--- config.mk ---
export PLATFORM = sky130hd
export DESIGN_NAME = fpm_ctrl
export DESIGN_NICKNAME = d
export VERILOG_FILES = /design/src/inc/fpm_pkg.sv /design/src/fpm_ctrl.sv /design/src/fpm_timer.sv
export SDC_FILE = /design/constraint.sdc
export NUM_CORES = 1
export LEC_CHECK = 0
export ABC_AREA = 1
export BUFFER_PORTS_ARGS = -buffer_cell sky130_fd_sc_hd__buf_2
export CAP_MARGIN = 20
export CELL_PAD_IN_SITES_DETAIL_PLACEMENT = 0
export CELL_PAD_IN_SITES_GLOBAL_PLACEMENT = 1
export CORE_UTILIZATION = 43
export CTS_BUF_LIST = sky130_fd_sc_hd__clkbuf_4 sky130_fd_sc_hd__clkbuf_8
export DETAILED_ROUTE_END_ITERATION = 12
export PLACE_DENSITY = 0.85
export REMOVE_ABC_BUFFERS = 1
export SLEW_MARGIN = 20
export SYNTH_ARGS = -nofsm -noshare
export SYNTH_HDL_FRONTEND = slang
export SYNTH_HIERARCHICAL = 1
export SYNTH_SLANG_ARGS = --single-unit
--- constraint.sdc ---
create_clock -name core_clk_in -period 1.82 [get_ports core_clk_in]
set_input_delay 0.091 -clock core_clk_in [delete_from_list [all_inputs] [get_ports core_clk_in]]
set_output_delay 0.091 -clock core_clk_in [all_outputs]
set_load 0.02 [all_outputs]
--- src/inc/fpm_pkg.sv ---
// fpm_pkg: constants and carrier types of the flash program mode control
// assumes an 8-bit sfr bus and a 64 KB flash array behind the block
package fpm_pkg;
  // sfr offsets
  localparam logic [7:0] FPM_MODE_ADDR = 8'hea;
  localparam logic [7:0] FPM_STATUS_ADDR = 8'heb;
  localparam logic [7:0] FPM_TIME_ADDR = 8'hec;
  localparam logic [7:0] FPM_ADDRH_ADDR = 8'hf2;
  localparam logic [7:0] FPM_ADDRM_ADDR = 8'hf3;
  localparam logic [7:0] FPM_ADDRL_ADDR = 8'hf4;
  localparam logic [7:0] FPM_DATA_ADDR = 8'hf5;
  localparam logic [7:0] FPM_CTRL_ADDR = 8'hf6;
  // values after reset
  localparam logic [7:0] FPM_MODE_RST = 8'h00;
  localparam logic [7:0] FPM_STATUS_RST = 8'h80;
  localparam logic [7:0] FPM_TIME_RST = 8'h00;
  localparam logic [7:0] FPM_ADDR_RST = 8'h00;
  localparam logic [7:0] FPM_DATA_RST = 8'h00;
  localparam logic [7:0] FPM_CTRL_RST = 8'h03;
  // mode register fields
  localparam int FPM_M_ARRAY = 7;
  localparam int FPM_M_PGM = 5;
  localparam int FPM_M_ERASE = 4;
  localparam int FPM_M_PBUF = 3;
  localparam int FPM_M_OTP = 2;
  localparam int FPM_M_VFY = 1;
  localparam int FPM_M_GATE = 0;
  // status register fields
  localparam int FPM_S_DONE = 7;
  localparam int FPM_S_VGOOD = 6;
  localparam int FPM_S_CRC = 5;
  localparam int FPM_S_INT = 3;
  localparam int FPM_S_WMODE = 2;
  localparam int FPM_S_EMODE = 1;
  localparam int FPM_S_VMODE = 0;
  // control register fields
  localparam int FPM_C_WRITE = 3;
  localparam int FPM_C_READ = 2;
  // eeprom entry sequence
  localparam logic [7:0] FPM_EEP_KEY1 = 8'ha5;
  localparam logic [7:0] FPM_EEP_KEY2 = 8'h5a;
  // timing: system clock divided by 128 drives the 10-bit timer
  localparam int FPM_PRESCALE = 128;
  localparam int FPM_PRE_W = 7;
  localparam logic [6:0] FPM_PRE_LAST = 7'(FPM_PRESCALE - 1);
  localparam int FPM_TMR_W = 10;
  localparam int FPM_ARRAY_AW = 16;

  typedef enum logic [1:0]
  {
    FPM_IDLE = 2'b00,
    FPM_RUN = 2'b01,
    FPM_READ = 2'b11
  } fpm_state_e;

  typedef struct packed
  {
    logic [FPM_ARRAY_AW-1:0] addr;
    logic [7:0] wdata;
    logic program_op;
    logic erase_op;
    logic verify_op;
    logic read_strobe;
    logic array_select;
    logic page_buffer_select;
    logic one_time_area_select;
    logic eeprom_select;
    logic normal_read_ok;
  } fpm_flash_s;
endpackage : fpm_pkg

--- src/fpm_ctrl.sv ---
// fpm_ctrl: sfr register set and sequencer for flash and eeprom programming
// assumes a cpu sfr port with one-cycle read and write strobes, and a flash
// macro returning read data and verify result in the same cycle as the request

// Behaviour
// [RULE_01] register access only in programming mode
// [RULE_02] one register set serves flash and eeprom
// [RULE_03] flash array address spans 64 kilobytes
// [RULE_04] mode bit 5 enables program or verify
// [RULE_05] mode bit 4 enables erase or verify
// [RULE_06] program plus verify bit runs program verify
// [RULE_07] erase plus verify bit runs erase verify
// [RULE_08] mode bit 0 gates program and erase
// [RULE_09] gate cleared keeps array normally readable
// [RULE_10] mode bit 7 selects the flash array
// [RULE_11] bit 3 page buffer, bit 2 otp area
// [RULE_12] busy flag clears at start, sets at end
// [RULE_13] ten-bit timer clears, stops at time value
// [RULE_14] software writes a5 then 5a for eeprom
module fpm_ctrl
(
  // clock and reset
  input wire logic core_clk_in,
  input wire logic srst_in,
  // chip mode
  input wire logic prog_mode_in,
  // sfr bus
  input wire logic [7:0] sfr_addr_in,
  input wire logic sfr_wr_in,
  input wire logic sfr_rd_in,
  input wire logic [7:0] sfr_wdata_in,
  output logic [7:0] sfr_rdata_out,
  // flash macro
  input wire logic [7:0] flash_rdata_in,
  input wire logic verify_ok_in,
  output fpm_pkg::fpm_flash_s flash_out
);
  import fpm_pkg::*;

  logic [7:0] flash_mode_reg, flash_status_reg, flash_time_ctrl_reg;
  logic [7:0] flash_addr_high_reg, flash_addr_mid_reg, flash_addr_low_reg;
  logic [7:0] flash_data_reg, flash_control_reg;
  logic [7:0] next_mode, next_status, next_time, next_data;
  logic [7:0] next_addr_high, next_addr_mid, next_addr_low;
  logic [7:0] next_control, next_rdata;
  logic eep_key_seen, next_eep_key_seen;
  logic eeprom_mode, next_eeprom_mode;
  fpm_state_e state, next_state;
  fpm_flash_s next_flash;
  logic wr_ok, rd_ok, start_op, start_read;
  logic program_enable, ers, verify_select, gate, tmr_done;

  fpm_timer u_timer
  (
    .core_clk_in(core_clk_in),
    .srst_in(srst_in),
    .start_in(start_op),
    .limit_in(flash_time_ctrl_reg),
    .done_out(tmr_done),
    .count_out()
  );

  always_comb
  begin
    // blocked outside programming mode
    wr_ok = sfr_wr_in && prog_mode_in; // RULE_01
    rd_ok = sfr_rd_in && prog_mode_in; // RULE_01
    program_enable = flash_mode_reg[FPM_M_PGM]; // RULE_04
    ers = flash_mode_reg[FPM_M_ERASE]; // RULE_05
    verify_select = flash_mode_reg[FPM_M_VFY];
    gate = flash_mode_reg[FPM_M_GATE];
    // verify only reads cells, so it needs no gate
    start_op = wr_ok && sfr_addr_in == FPM_CTRL_ADDR
      && sfr_wdata_in[FPM_C_WRITE] && state == FPM_IDLE
      && (program_enable || ers) && (gate || verify_select); // RULE_08
    start_read = wr_ok && sfr_addr_in == FPM_CTRL_ADDR
      && sfr_wdata_in[FPM_C_READ] && state == FPM_IDLE
      && !program_enable && !ers;
    next_mode = flash_mode_reg;
    next_status = flash_status_reg;
    next_time = flash_time_ctrl_reg;
    next_addr_high = flash_addr_high_reg;
    next_addr_mid = flash_addr_mid_reg;
    next_addr_low = flash_addr_low_reg;
    next_data = flash_data_reg;
    next_control = flash_control_reg;
    next_eep_key_seen = eep_key_seen;
    next_eeprom_mode = eeprom_mode;
    next_state = state;
    if (wr_ok)
    begin
      case (sfr_addr_in)
        FPM_MODE_ADDR: next_mode = sfr_wdata_in & 8'hbf;
        FPM_STATUS_ADDR:
        begin
          next_status[FPM_S_VGOOD] = sfr_wdata_in[FPM_S_VGOOD];
          next_status[FPM_S_INT] = sfr_wdata_in[FPM_S_INT];
        end
        FPM_TIME_ADDR: next_time = sfr_wdata_in;
        FPM_ADDRH_ADDR: next_addr_high = sfr_wdata_in;
        FPM_ADDRM_ADDR: next_addr_mid = sfr_wdata_in;
        FPM_ADDRL_ADDR: next_addr_low = sfr_wdata_in;
        FPM_DATA_ADDR:
        begin
          next_data = sfr_wdata_in;
          // entry key pair must arrive back to back on this register
          next_eep_key_seen = (sfr_wdata_in == FPM_EEP_KEY1); // RULE_14
          if (eep_key_seen && sfr_wdata_in == FPM_EEP_KEY2)
          begin
            next_eeprom_mode = 1'b1; // RULE_14
          end
        end
        FPM_CTRL_ADDR: next_control = sfr_wdata_in & 8'hbf;
        default: next_control = flash_control_reg;
      endcase
    end
    case (state)
      FPM_IDLE:
      begin
        if (start_op)
        begin
          next_state = FPM_RUN;
          next_status[FPM_S_DONE] = 1'b0; // RULE_12
          next_status[FPM_S_INT] = 1'b0;
        end
        else if (start_read)
        begin
          next_state = FPM_READ;
        end
      end
      FPM_RUN:
      begin
        if (tmr_done)
        begin
          next_state = FPM_IDLE;
          // hardware set wins over a software clear in the same cycle
          next_status[FPM_S_DONE] = 1'b1; // RULE_12
          next_status[FPM_S_INT] = 1'b1;
          next_control[FPM_C_WRITE] = 1'b0;
          if (verify_select)
          begin
            next_status[FPM_S_VGOOD] = verify_ok_in;
          end
        end
      end
      FPM_READ:
      begin
        next_state = FPM_IDLE;
        next_data = flash_rdata_in;
        next_control[FPM_C_READ] = 1'b0;
      end
      default: next_state = FPM_IDLE;
    endcase
    next_status[FPM_S_WMODE] = program_enable && !verify_select;
    next_status[FPM_S_EMODE] = ers && !verify_select;
    next_status[FPM_S_VMODE] = verify_select && (program_enable || ers);
    next_status[4] = 1'b0;
    next_rdata = 8'h00;
    if (rd_ok)
    begin
      case (sfr_addr_in)
        FPM_MODE_ADDR: next_rdata = flash_mode_reg;
        FPM_STATUS_ADDR: next_rdata = flash_status_reg;
        FPM_TIME_ADDR: next_rdata = flash_time_ctrl_reg;
        FPM_DATA_ADDR: next_rdata = flash_data_reg;
        FPM_CTRL_ADDR: next_rdata = flash_control_reg;
        // address registers are write only; checksum readback not built
        default: next_rdata = 8'h00;
      endcase
    end
    // one register group drives flash or eeprom alike
    next_flash.addr = {flash_addr_mid_reg, flash_addr_low_reg}; // RULE_03
    next_flash.wdata = flash_data_reg; // RULE_02
    next_flash.program_op = next_state == FPM_RUN && program_enable && !verify_select
      && gate; // RULE_04
    next_flash.erase_op = next_state == FPM_RUN && ers && !verify_select && !program_enable
      && gate; // RULE_05
    next_flash.verify_op = next_state == FPM_RUN && verify_select
      && (program_enable || ers); // RULE_06 RULE_07
    next_flash.read_strobe = next_state == FPM_READ;
    next_flash.array_select = flash_mode_reg[FPM_M_ARRAY]; // RULE_10
    next_flash.page_buffer_select = flash_mode_reg[FPM_M_PBUF]; // RULE_11
    next_flash.one_time_area_select = flash_mode_reg[FPM_M_OTP]; // RULE_11
    next_flash.eeprom_select = next_eeprom_mode; // RULE_02
    next_flash.normal_read_ok = !next_mode[FPM_M_GATE]; // RULE_09
  end

  always_ff @(posedge core_clk_in)
  begin
    if (srst_in)
    begin
      flash_mode_reg <= FPM_MODE_RST;
      flash_status_reg <= FPM_STATUS_RST;
      flash_time_ctrl_reg <= FPM_TIME_RST;
      flash_addr_high_reg <= FPM_ADDR_RST;
      flash_addr_mid_reg <= FPM_ADDR_RST;
      flash_addr_low_reg <= FPM_ADDR_RST;
      flash_data_reg <= FPM_DATA_RST;
      flash_control_reg <= FPM_CTRL_RST;
      eep_key_seen <= 1'b0;
      eeprom_mode <= 1'b0;
      state <= FPM_IDLE;
      sfr_rdata_out <= 8'h00;
      flash_out <= '0;
    end
    else
    begin
      flash_mode_reg <= next_mode;
      flash_status_reg <= next_status;
      flash_time_ctrl_reg <= next_time;
      flash_addr_high_reg <= next_addr_high;
      flash_addr_mid_reg <= next_addr_mid;
      flash_addr_low_reg <= next_addr_low;
      flash_data_reg <= next_data;
      flash_control_reg <= next_control;
      eep_key_seen <= next_eep_key_seen;
      eeprom_mode <= next_eeprom_mode;
      state <= next_state;
      sfr_rdata_out <= next_rdata;
      flash_out <= next_flash;
    end
  end

  property p_no_access;
    @(posedge core_clk_in) disable iff (srst_in)
    (!prog_mode_in && sfr_wr_in)
      |=> $stable(flash_mode_reg) && $stable(flash_time_ctrl_reg);
  endproperty
  a_no_access: assert property (p_no_access) // RULE_01
    else $error("register written outside programming mode");
  property p_no_read;
    @(posedge core_clk_in) disable iff (srst_in)
    (!prog_mode_in && sfr_rd_in) |=> (sfr_rdata_out == 8'h00);
  endproperty
  a_no_read: assert property (p_no_read) // RULE_01
    else $error("register read outside programming mode");
  property p_gate;
    @(posedge core_clk_in) disable iff (srst_in)
    (flash_out.program_op || flash_out.erase_op)
      |-> $past(flash_mode_reg[FPM_M_GATE]);
  endproperty
  a_gate: assert property (p_gate) // RULE_08
    else $error("program or erase without gate");
  property p_busy_clear;
    @(posedge core_clk_in) disable iff (srst_in)
    start_op |=> !flash_status_reg[FPM_S_DONE] && state == FPM_RUN;
  endproperty
  a_busy_clear: assert property (p_busy_clear) // RULE_12
    else $error("busy flag not cleared at start");
  property p_busy_set;
    @(posedge core_clk_in) disable iff (srst_in)
    (state == FPM_RUN && tmr_done)
      |=> flash_status_reg[FPM_S_DONE] && state == FPM_IDLE;
  endproperty
  a_busy_set: assert property (p_busy_set) // RULE_12
    else $error("done flag not set at end");
  property p_pverify;
    @(posedge core_clk_in) disable iff (srst_in)
    (start_op && program_enable && verify_select) |=> flash_out.verify_op
      && !flash_out.program_op;
  endproperty
  a_pverify: assert property (p_pverify) // RULE_06
    else $error("program verify not entered");
  property p_everify;
    @(posedge core_clk_in) disable iff (srst_in)
    (start_op && ers && verify_select) |=> flash_out.verify_op
      && !flash_out.erase_op;
  endproperty
  a_everify: assert property (p_everify) // RULE_07
    else $error("erase verify not entered");
  property p_program;
    @(posedge core_clk_in) disable iff (srst_in)
    (start_op && program_enable && !verify_select) |=> flash_out.program_op;
  endproperty
  a_program: assert property (p_program) // RULE_04
    else $error("program not entered");
  property p_erase_off;
    @(posedge core_clk_in) disable iff (srst_in)
    flash_out.erase_op |-> $past(flash_mode_reg[FPM_M_ERASE]);
  endproperty
  a_erase_off: assert property (p_erase_off) // RULE_05
    else $error("erase active with erase bit clear");
  property p_select;
    @(posedge core_clk_in) disable iff (srst_in)
    ##1 flash_out.array_select == $past(flash_mode_reg[FPM_M_ARRAY])
      && flash_out.one_time_area_select == $past(flash_mode_reg[FPM_M_OTP]);
  endproperty
  a_select: assert property (p_select) // RULE_10 RULE_11
    else $error("select outputs disagree with mode");
endmodule : fpm_ctrl

--- src/fpm_timer.sv ---
// fpm_timer: prescaled 10-bit program/erase timer
// assumes start_in is a single-cycle pulse from the control block
module fpm_timer
(
  // clock and reset
  input wire logic core_clk_in,
  input wire logic srst_in,
  // control
  input wire logic start_in,
  input wire logic [7:0] limit_in,
  // result
  output logic done_out,
  output logic [fpm_pkg::FPM_TMR_W-1:0] count_out
);
  import fpm_pkg::*;

  logic [FPM_PRE_W-1:0] pre;
  logic [FPM_PRE_W-1:0] next_pre;
  logic run;
  logic next_run;
  logic next_done;
  logic [FPM_TMR_W-1:0] next_count;
  logic tick;

  always_comb
  begin
    tick = (pre == FPM_PRE_LAST);
    next_pre = start_in ? '0 : pre + 7'h01;
    next_run = run;
    next_count = count_out;
    next_done = 1'b0;
    if (start_in)
    begin
      next_run = 1'b1;
      next_count = '0; // RULE_13
    end
    else if (run && count_out == {2'b00, limit_in})
    begin
      // stops on equality, limit zero ends at once
      next_run = 1'b0; // RULE_13
      next_done = 1'b1;
    end
    else if (run && tick)
    begin
      next_count = count_out + 10'h001;
    end
  end

  always_ff @(posedge core_clk_in)
  begin
    if (srst_in)
    begin
      pre <= '0;
      run <= 1'b0;
      done_out <= 1'b0;
      count_out <= '0;
    end
    else
    begin
      pre <= next_pre;
      run <= next_run;
      done_out <= next_done;
      count_out <= next_count;
    end
  end

  property p_tmr_clear;
    @(posedge core_clk_in) disable iff (srst_in)
    start_in |=> (count_out == 10'h000);
  endproperty
  a_tmr_clear: assert property (p_tmr_clear) // RULE_13
    else $error("timer not cleared at start");

  property p_tmr_stop;
    @(posedge core_clk_in) disable iff (srst_in)
    done_out |-> (count_out == {2'b00, $past(limit_in)});
  endproperty
  a_tmr_stop: assert property (p_tmr_stop) // RULE_13
    else $error("timer stopped away from limit");
endmodule : fpm_timer
==> results of run 1 <==
-- kinds of logic (layout without fill, tap and decap cells) --
| logic type | after synthesis | in the layout |
|---|---|---|
| buffers and inverters | 115 | 216 |
| XOR/XNOR | 6 | 6 |
| multiplexers | 8 | 8 |
| adder cells (fa/ha/maj) | 2 | 2 |
| AND/OR/NAND/NOR | 317 | 317 |
| flip-flops | 115 | 115 |
| AO/OA/AOI/OAI | 91 | 91 |
-- layer usage --
layer / GRT usage / up-vias / routed length [um]
met2: 0.3712 / 88 / 5807
met1: 0.2760 / 1969 / 5478
li1: - / 2250 / -
met3: 0.05847 / 18 / 681
met5: 0 / - / 0
met4: 0.07819 / 0 / 180
-- worst max path at each step --
stage	startpoint	to	cells after the start
2_1_floorplan	flash_mode_reg[5]	u_timer/pre[5]	9
3_3_place_gp	sfr_addr_in[2]	u_timer/pre[6]	11
3_5_place_dp	sfr_addr_in[2]	u_timer/pre[6]	11
4_1_cts	u_timer/pre[0]	u_timer/count_out[9]	9
5_1_grt	u_timer/count_out[0]	u_timer/count_out[8]	9
6_report	u_timer/pre[0]	u_timer/count_out[7]	9
-- layout make-up --
class                   count  area share
flip-flops and latches    115      0.3893
multi-input cells         424      0.3572
repair buffers             90     0.09141
inverters                  94     0.06009
clock buffers              17     0.03957
clock inverters            15     0.03280
well taps                 140     0.02962
-- layout by cell type (no fill, tap or decap), drive strengths merged --
master / count
dfxtp: 115
nand3: 51
o21bai: 1
dlygate4sd3: 11
clkinv: 4
nor2: 135
mux2: 8
nor3: 14
nand4: 16
nor4: 1
ha: 2
nand2: 99
clkinvlp: 1
xor2: 3
buf: 79
o21ai: 47
inv: 101
bufinv: 3
and2: 1
clkbuf: 17
xnor2: 3
a21oi: 43
-- worst register-to-register path: stages (launching register included) --
cell and delay [ns]:
dfxtp_1 0.36, ha_1 0.21, nand3_2 0.14, nor2_4 0.18, nand3_1 0.13, nor2_1 0.16
nand3_1 0.09, nand2_1 0.07, inv_1 0.03, nor2_1 0.08
-- power breakdown --
part | switching, mW | internal (mW) | leakage (nW)
sequential | 0.00521 | 2.52 | 0.927
clock | 1.14 | 1.39 | 0.213
combinational | 0.160 | 0.0864 | 1.51
total | 1.31 | 4.00 | 2.65
-- synthesized netlist by cell type, drive strengths merged --
| library cell | instances |
|---|---|
| nand3 | 51 |
| nand2 | 99 |
| o21bai | 1 |
| mux2 | 8 |
| xnor2 | 3 |
| nor4 | 1 |
| nand4 | 16 |
| buf | 12 |
| a21oi | 43 |
| o21ai | 47 |
| clkbuf | 9 |
| nor3 | 14 |
| dfxtp | 115 |
| and2 | 1 |
| nor2 | 135 |
| inv | 94 |
| ha | 2 |
| xor2 | 3 |
==> results_dict.tcl, run 1 <==
set metrics [dict create \
    status "finished, final reports clean" \
    finalClockSkew_ns 0.007571 \
    cts_max_level 4 \
    nNetsFinal 774 \
    post-route-drc-count 0 \
    first_pass_iters 4 \
    antenna_cells 0 \
    chipWidth_um 108.6 \
    path_clk_slew_ns 0.07 \
    die_h_um 108.6 \
    holdPathStages 3 \
    cts_tree "built" \
    rsz0062_at_grt "no" \
    crit_chain "ha_1, nand3_2, nor2_4, nand3_1, nor2_1, nand3_1, nand2_1, inv_1, nor2_1" \
    viasPerCell 4.832 \
    cp_top_family "simple AND/OR/NAND/NOR gates" \
    timing.hold.ws_ns 0.03203 \
    start_util 0.4467 \
    regArea_um2 2302 \
    dp.cells 852 \
    syn-instance-count 654 \
    io_buffers 70 \
    slowest_delay_ns 0.36 \
    grt_start_max_net_pins 34 \
    synth_compound_area_frac 0.09452 \
    ys_seq_elements 115 \
    relSlewSlack 0.7206 \
    place_ws_ns 0.2831 \
    synth_top_cell_area_share 0.4713 \
    area_delta_synth_final_pct 21.06 \
    finalPower_mw 5.307 \
    largest_register_ffs 32 \
    placed_cell_area_um2 5375 \
    synth_area_um2 4885 \
    worst-path-max-fanout 4 \
    post_cts.repair.setup_buffers 0 \
    p_leak_nw 2.647 \
    fin_area_um2 5913 \
    worstReg2RegEnd "u_timer/count_out[7]" \
    drv_cap 0 \
    worstPathArrival_ns 1.89 \
    period_needed_ns 1.515 \
    coreArea_um2 10940 \
    synth.largest_area_cell "dfxtp_1" \
    place.gp.congestion 0.8765 \
    r2r_start "u_timer/pre[0]" \
    synth_fa_ha_area_frac 0.005123 \
    synthMuxAreaShare 0.01844 \
    insertion_delay_ns 0.43 \
    antenna_found_initial 0 \
    gr-total-overflow 0 \
    grt_use_total 0.2225 \
    synthSimpleGateAreaFrac 0.3035 \
    die_area_um2 11790 \
    cts_sinks 115 \
    postLayoutCoreUtil 0.5407 \
    dp_hpwl_mm 8.780 \
    cts_hold_buf 11 \
    synth_top_family_by_area "simple AND/OR/NAND/NOR gates" \
    worstHoldStart "sfr_wdata_in[4]" \
    finalSetupTns_ns 0 \
    drt_wl_total_mm 12.15 \
    hold_class "in -> reg" \
    largest_registers "flash_out: 32 flops, u_timer/count_out: 10 flops" \
    rr_worst_depth 9 \
    cts_resized 0 \
    drtIter0Drc 252 \
    end_kind "flop" \
    r2r_slack_ns 0.31 \
    synthTopCellsByArea "dfxtp_1, nor2_1, nand2_1" \
    worstMarginPinSlew_ns 0.4186 \
    synth_xor_area_frac 0.01076 \
    ioPinCount 71 \
    synth_cell_types 34 \
    critical_path_class "reg -> reg" \
    crit_buf_inv 1 \
    cts_buffers 17 \
    drive_gt1_frac 0.1987 \
    critPathSlowestCell "dfxtp_1" \
    cp.required_ns 2.19 \
    cp-start-kind "flop" \
    cts-root-buf "clkbuf_8" \
    max_freq_ghz 0.6601 \
    worst_ir_drop_vdd_mv 0.4626 \
    rows 38 \
    wl_per_cell_um 13.57 \
    grt_pass1_vias 4149 \
    setup_viol 0 \
    slew_viol_final 0 \
    vias 4325 \
    hold_path_end "flash_time_ctrl_reg[4]" \
    fillers 1094 \
    instances_no_fill 895 \
    avgSynthCellArea_um2 7.469 \
    p_per_area_nw_per_um2 897.4 \
    finalCritPeriodShare 0.8324 \
    multiInputGateArea_um2 2112 \
    grt_pass1_wl_mm 19.87 \
    drt.antenna.violating_nets 0 \
    hold_viol_final 0 \
    yosys_warnings 6 \
    clockBufferDepth 2 \
    worst_slack_ns 0.3051 \
    regMostFlops "flash_out" \
    ys_seq_area_frac 0.4713 \
]
No activity file was read; power rests on OpenSTA's default activity.
==> inputs of run 2 (changes only) <==
Settings changed: ABC_AREA 1 to 0, CORE_UTILIZATION 43 to 41, PLACE_DENSITY 0.85 to 0.81.
Clock period 1.82 ns to 1.35 ns, I/O delays scaled along.
==> run 2 against run 1 <==
Net effect: the flow now finishes with violations (negative setup slack); sequential power rose by 35%; highest routed layer unchanged; global-route usage fell by 0.21 points; register-to-register slack got worse by 0.72 ns; via count fell by 7.9%; total power rose by 24%; clock power rose by 9.9%; utilization rose by 4.8 points; sequential share of layout area fell by 3.2 points; maximum frequency fell by 14%; first-iteration DRC count fell by 25%; largest cell class is now multi-input combinational cells; die area rose by 0.67%; critical endpoint is now u_timer/count_out[8].
==> results_dict.tcl, run 2 <==
set metrics [dict create \
    layout_commonest_cell "dfxtp_1" \
    regMostFlops "flash_out" \
    placed_cell_area_um2 5714 \
    period_needed_ns 1.762 \
    failed_checks "negative setup slack" \
    synth_compound_area_frac 0.09285 \
    worst-path-max-fanout 2 \
    hold_viol_final 0 \
    synth_xor_area_frac 0.02428 \
    ioPinCount 71 \
    synth.most_common_cell "dfxtp_1" \
    worst_slack_ns -0.4121 \
    grt_pass1_vias 3970 \
    syn-instance-count 465 \
    largest_registers "flash_out: 32 flops, u_timer/count_out: 10 flops" \
    worstHoldStart "sfr_wdata_in[6]" \
    relSlewSlack 0.6821 \
    grt_use_total 0.2204 \
    status "finished with violations" \
    drt-met1-wl_mm 5.607 \
    setup_viol 10 \
    route.met2.wl_mm 5.803 \
    worstMarginPinSlew_ns 0.4750 \
    drt.antenna.violating_nets 0 \
    rows 38 \
    synthTopCellsByArea "dfxtp_1, mux2i_1, nor2_1" \
    hold_class "in -> reg" \
    synth_top_cell_area_share 0.4909 \
    ys_seq_elements 115 \
    r2r_start "u_timer/pre[0]" \
    holdPathStages 3 \
    cts_tree "built" \
    grt_pass1_wl_mm 19.68 \
    antenna_found_initial 0 \
    internal_power_mw 5.083 \
    cp.required_ns 1.71 \
    path_clk_slew_ns 0.07 \
    p_leak_nw 2.621 \
    largest_register_ffs 32 \
    cts-root-buf "clkbuf_8" \
    viasPerCell 5.175 \
    post-route-drc-count 0 \
    synth.largest_area_cell "dfxtp_1" \
    hold_path_end "flash_addr_low_reg[6]" \
    power_frac_comb 0.062 \
    cts_max_level 4 \
    rsz0062_at_grt "yes" \
    finalCritPeriodShare 1.305 \
    chipWidth_um 108.9 \
    synth_top_flop_cell "dfxtp_1" \
    synth_cell_types 58 \
    yosys_warnings 6 \
    synth_fa_ha_area_frac 0.005336 \
    max_freq_ghz 0.5675 \
    coreArea_um2 10980 \
    p_sw_mw 1.518 \
    synth_edf_count 0 \
    cts_sinks 115 \
    rr_worst_depth 7 \
    die_h_um 108.9 \
    vias 3985 \
    swShare 0.2300 \
    synth_top_family_by_area "simple AND/OR/NAND/NOR gates" \
    drtIter0Drc 190 \
    end_kind "flop" \
    wl_met3_um 782 \
    p_per_area_nw_per_um2 1020 \
    seq_power_share 0.517 \
    slew_viol_final 0 \
    netlist_top_cells_count "dfxtp_1, nor2_1, mux2i_1" \
    drt_wl_total_mm 12.45 \
    timing.hold.ws_ns 0.04081 \
    place.gp.congestion 0.8343 \
    antenna_cells 0 \
    ys_seq_area_frac 0.4909 \
    wl_per_cell_um 16.17 \
    finalClockSkew_ns 0.01199 \
    drive_gt1_frac 0.3905 \
    insertion_delay_ns 0.43 \
    synthMuxAreaShare 0.1131 \
    finalPower_mw 6.601 \
    cts_buffers 17 \
    worst_ir_drop_vdd_mv 0.5792 \
    worstReg2RegEnd "u_timer/count_out[8]" \
    place_ws_ns -0.4893 \
    die_area_um2 11870 \
    top_layer_used "met4" \
    io_buffers 70 \
    cp-start-kind "flop" \
    start_util 0.4270 \
    critical_path_class "reg -> reg" \
    fin_area_um2 6469 \
    dp_hpwl_mm 8.455 \
    avgSynthCellArea_um2 10.08 \
    ys_async_sr_fraction 0 \
    area_delta_synth_final_pct 37.94 \
    synthSimpleGateAreaFrac 0.2412 \
    synth_area_um2 4689 \
    gr-total-overflow 0 \
    clockBufferDepth 2 \
    clock_power_share 0.421 \
    nNetsFinal 653 \
    first_pass_iters 4 \
    grt_start_max_net_pins 30 \
    drv_cap 0 \
    worstPathArrival_ns 2.12 \
    r2r_slack_ns -0.41 \
    mostFrequentLayoutCells "dfxtp_1, buf_4, buf_2" \
]
==> run 2: layer usage <==
layer  vias to the layer above  GRT usage
li1                       1950          -
met1                      1881     0.2797
met2                       133     0.3562
met3                        21    0.04662
met4                         0     0.1023
met5                         -          0
==> run 2: worst max path at each step <==
| stage | from | to | slack [ns] | cells past startpoint |
|---|---|---|---|---|
| 2_1_floorplan | sfr_addr_in[5] | flash_data_reg[0] | -0.66 | 4 |
| 3_3_place_gp | u_timer/pre[0] | u_timer/count_out[7] | -0.38 | 6 |
| 3_5_place_dp | u_timer/pre[0] | u_timer/count_out[9] | -0.49 | 6 |
| 4_1_cts | u_timer/pre[1] | u_timer/count_out[9] | -0.43 | 6 |
| 5_1_grt | u_timer/pre[0] | u_timer/count_out[9] | -0.51 | 6 |
| 6_report | u_timer/pre[0] | u_timer/count_out[8] | -0.41 | 7 |
==> run 2: kinds of logic (layout without fill, tap and decap cells) <==
kind of cell	count (synthesis)	in the layout
adder cells (fa/ha/maj)	2	2
flip-flops	115	115
XOR/XNOR	13	13
multiplexers	53	53
AND/OR/NAND/NOR	190	190
AO/OA/AOI/OAI	62	63
buffers and inverters	30	194
==> run 2: metrics by stage <==
stage | util | instances | TNS [ns]
after detailed placement | 0.5203 | 726 | -9.331
final | 0.5890 | 770 | -3.545
after global placement | 0.5203 | 726 | -6.702
after global routing | 0.5890 | 770 | -4.546
after floorplan | - | 437 | -28.97
after CTS | 0.5748 | 768 | -3.308
==> run 2: critical path, stage by stage (launching register included) <==
cell     delay, ns
dfxtp_2       0.35
ha_4          0.14
and4_1        0.20
and3_4        0.19
buf_6         0.09
nand4_1       0.11
or4_4         0.50
a21oi_2       0.12
==> run 2: cell type report <==
class                           count  area [um^2]
Clock inverter                      7        62.56
Timing Repair Buffer              164         1150
Sequential cell                   115         2315
Inverter                            2        7.507
Tap cell                          140        175.2
Multi-Input combinational cell    321         2489
Clock buffer                       21        270.3
Fill cell                         938         4514
==> run 2: power by group through the flow <==
stage,logic [mW],clock network (mW),registers [mW]
detailed placement,0.353,0,3.48
finish,0.408,2.78,3.41
global route,0.436,3.02,3.41
CTS,0.386,2.84,3.41
global placement,0.345,0,3.48
floorplan,0.0992,0,3.49
==> run 2: what timing repair did <==
| action | CTS | global route |
|---|---|---|
| endpoints found under the setup margin | 22 | 23 |
| hold buffers | 10 | 0 |
| cloned | 1 | 0 |
| gates resized for setup | 30 | 34 |
| hold endpoints to repair | 12 | 0 |
| setup buffers | 4 | 3 |
| pin swaps | 20 | 16 |
==> inputs of run 3 (changes only) <==
Settings changed: CORE_ASPECT_RATIO set to 1.5.
==> run 3 against run 2 <==
Net effect: the run still ends with negative setup slack left; final cell count is 2.1% higher; register-to-register slack better by 0.05 ns; critical path depth is 1 lower; die area hardly changed; clock skew hardly changed.
==> results_dict.tcl, run 3 (synthesis gave the netlist of run 2 again) <==
set metrics [dict create \
    status "finished with violations" \
    failed_checks "negative setup slack" \
    largest_register_ffs 32 \
    wl_per_cell_um 15.78 \
    place_ws_ns -0.4441 \
    grt_pass1_vias 4005 \
    setup_viol 20 \
    path_clk_slew_ns 0.07 \
    drtIter0Drc 146 \
    end_kind "flop" \
    period_needed_ns 1.715 \
    insertion_delay_ns 0.43 \
    clockBufferDepth 2 \
    cts_max_level 4 \
    hold_viol_final 0 \
    nNetsFinal 658 \
    finalSetupTns_ns -3.972 \
    worstPathArrival_ns 2.08 \
    chipWidth_um 89.32 \
    grt_pass1_wl_mm 19.76 \
    die_h_um 133.0 \
    placed_cell_area_um2 5723 \
    viasPerCell 5.087 \
    regMostFlops "flash_out" \
    first_pass_iters 4 \
    p_per_area_nw_per_um2 1062 \
    drt_wl_total_mm 12.41 \
    rsz0062_at_grt "yes" \
    cts_sinks 115 \
    fin_area_um2 6430 \
    gr-total-overflow 0 \
    area_delta_synth_final_pct 37.11 \
    worst-path-max-fanout 3 \
    cts-root-buf "clkbuf_8" \
    relSlewSlack 0.6982 \
    p_leak_nw 2.616 \
    io_buffers 70 \
    grt_start_max_net_pins 31 \
    crit_chain "ha_4, and4_1, and3_4, nand4_1, or4_4, a21oi_2" \
    drv_cap 0 \
    finalCritPeriodShare 1.270 \
    place.gp.congestion 0.8446 \
    rows 47 \
    hold_class "in -> reg" \
    finalClockSkew_ns 0.01182 \
    cts_buffers 17 \
    worstMarginPinSlew_ns 0.4528 \
    grt_use_total 0.2227 \
    slowest_delay_ns 0.52 \
    largest_registers "flash_out: 32 flops, u_timer/count_out: 10 flops" \
    postLayoutCoreUtil 0.5785 \
    ioPinCount 71 \
    max_freq_ghz 0.5832 \
    slew_viol_final 0 \
    start_util 0.4219 \
    worst_slack_ns -0.3646 \
    post-route-drc-count 0 \
    layout_commonest_cell "dfxtp_1" \
    critPathSlowestCell "or4_4" \
    cp.required_ns 1.72 \
    timing.hold.ws_ns 0.03340 \
    coreArea_um2 11110 \
    drive_gt1_frac 0.3740 \
    antenna_cells 0 \
    die_area_um2 11880 \
    cts_tree "built" \
    mostFrequentLayoutCells "dfxtp_1, buf_4, buf_2" \
    critical_path_class "reg -> reg" \
    vias 3998 \
    cp-start-kind "flop" \
    dp_hpwl_mm 8.912 \
    drt.antenna.violating_nets 0 \
    antenna_found_initial 0 \
    worst_ir_drop_vdd_mv 0.5785 \
]
## run 3: cell count changes in the layout (fill, tap and decap cells not counted), sizes merged
cell and delta:
inv +2, clkinvlp +2, clkbuf -3, dlygate4sd3 +1, o311a -1, clkinv +3
buf +5
## run 3: stage by stage
| step | std cells | power [mW] |
|---|---|---|
| detailed placement | 738 | 3.833 |
| global placement | 738 | 3.826 |
| finish | 786 | 6.827 |
| floorplan | 437 | 3.586 |
| global route | 786 | 7.088 |
| CTS | 784 | 6.878 |
## run 3: power by group
part           total [mW]  internal, mW  switching (mW)
clock network        3.01          1.52            1.49
logic               0.405         0.180           0.225
registers            3.41          3.40         0.00748
## run 3: path summary, 6_finish.rpt
path              cells past startpoint                   end  slack (ns)             startpoint
setup / recovery                      6  u_timer/count_out[7]       -0.36         u_timer/pre[0]
hold / removal                        3  flash_control_reg[4]        0.03        sfr_wdata_in[4]
setup reg to reg                      6  u_timer/count_out[7]       -0.36         u_timer/pre[0]
hold reg to reg                       1         flash_out[28]        0.46  flash_addr_mid_reg[3]
## run 3: area by class of cell
class                   instances  area, um^2
clock buffers                  18       247.7
clock inverters                14       132.6
fillers                       941        4684
inverters                       2       7.507
multi-input cells             320        2387
flip-flops and latches        115        2311
well taps                     147       183.9
repair buffers                170        1160
## run 3: critical path, delay by kind of cell, from the launching register on
kind            cells  cell delay (ns)
flops               1             0.35
fa+ha+maj           1             0.14
simple gates        4             1.02
compound gates      1             0.13
## run 3: metal layers
| layer | vias to the layer above | part of all wire | track usage | routed length (um) |
|---|---|---|---|---|
| li1 | 1961 | - | - | - |
| met1 | 1917 | 0.40 | 0.2390 | 4922 |
| met2 | 90 | 0.54 | 0.3986 | 6641 |
| met3 | 30 | 0.032 | 0.05178 | 399 |
| met4 | 0 | 0.036 | 0.1049 | 444 |
| met5 | - | 0 | 0 | 0 |
## run 3: what timing repair did
action | in CTS | in global routing
pin swaps | 15 | 7
hold buffers | 11 | 0
endpoints found under the setup margin | 22 | 22
cloned | 1 | 0
hold endpoints to repair | 11 | 0
setup buffers | 2 | 2
resized for setup | 24 | 22
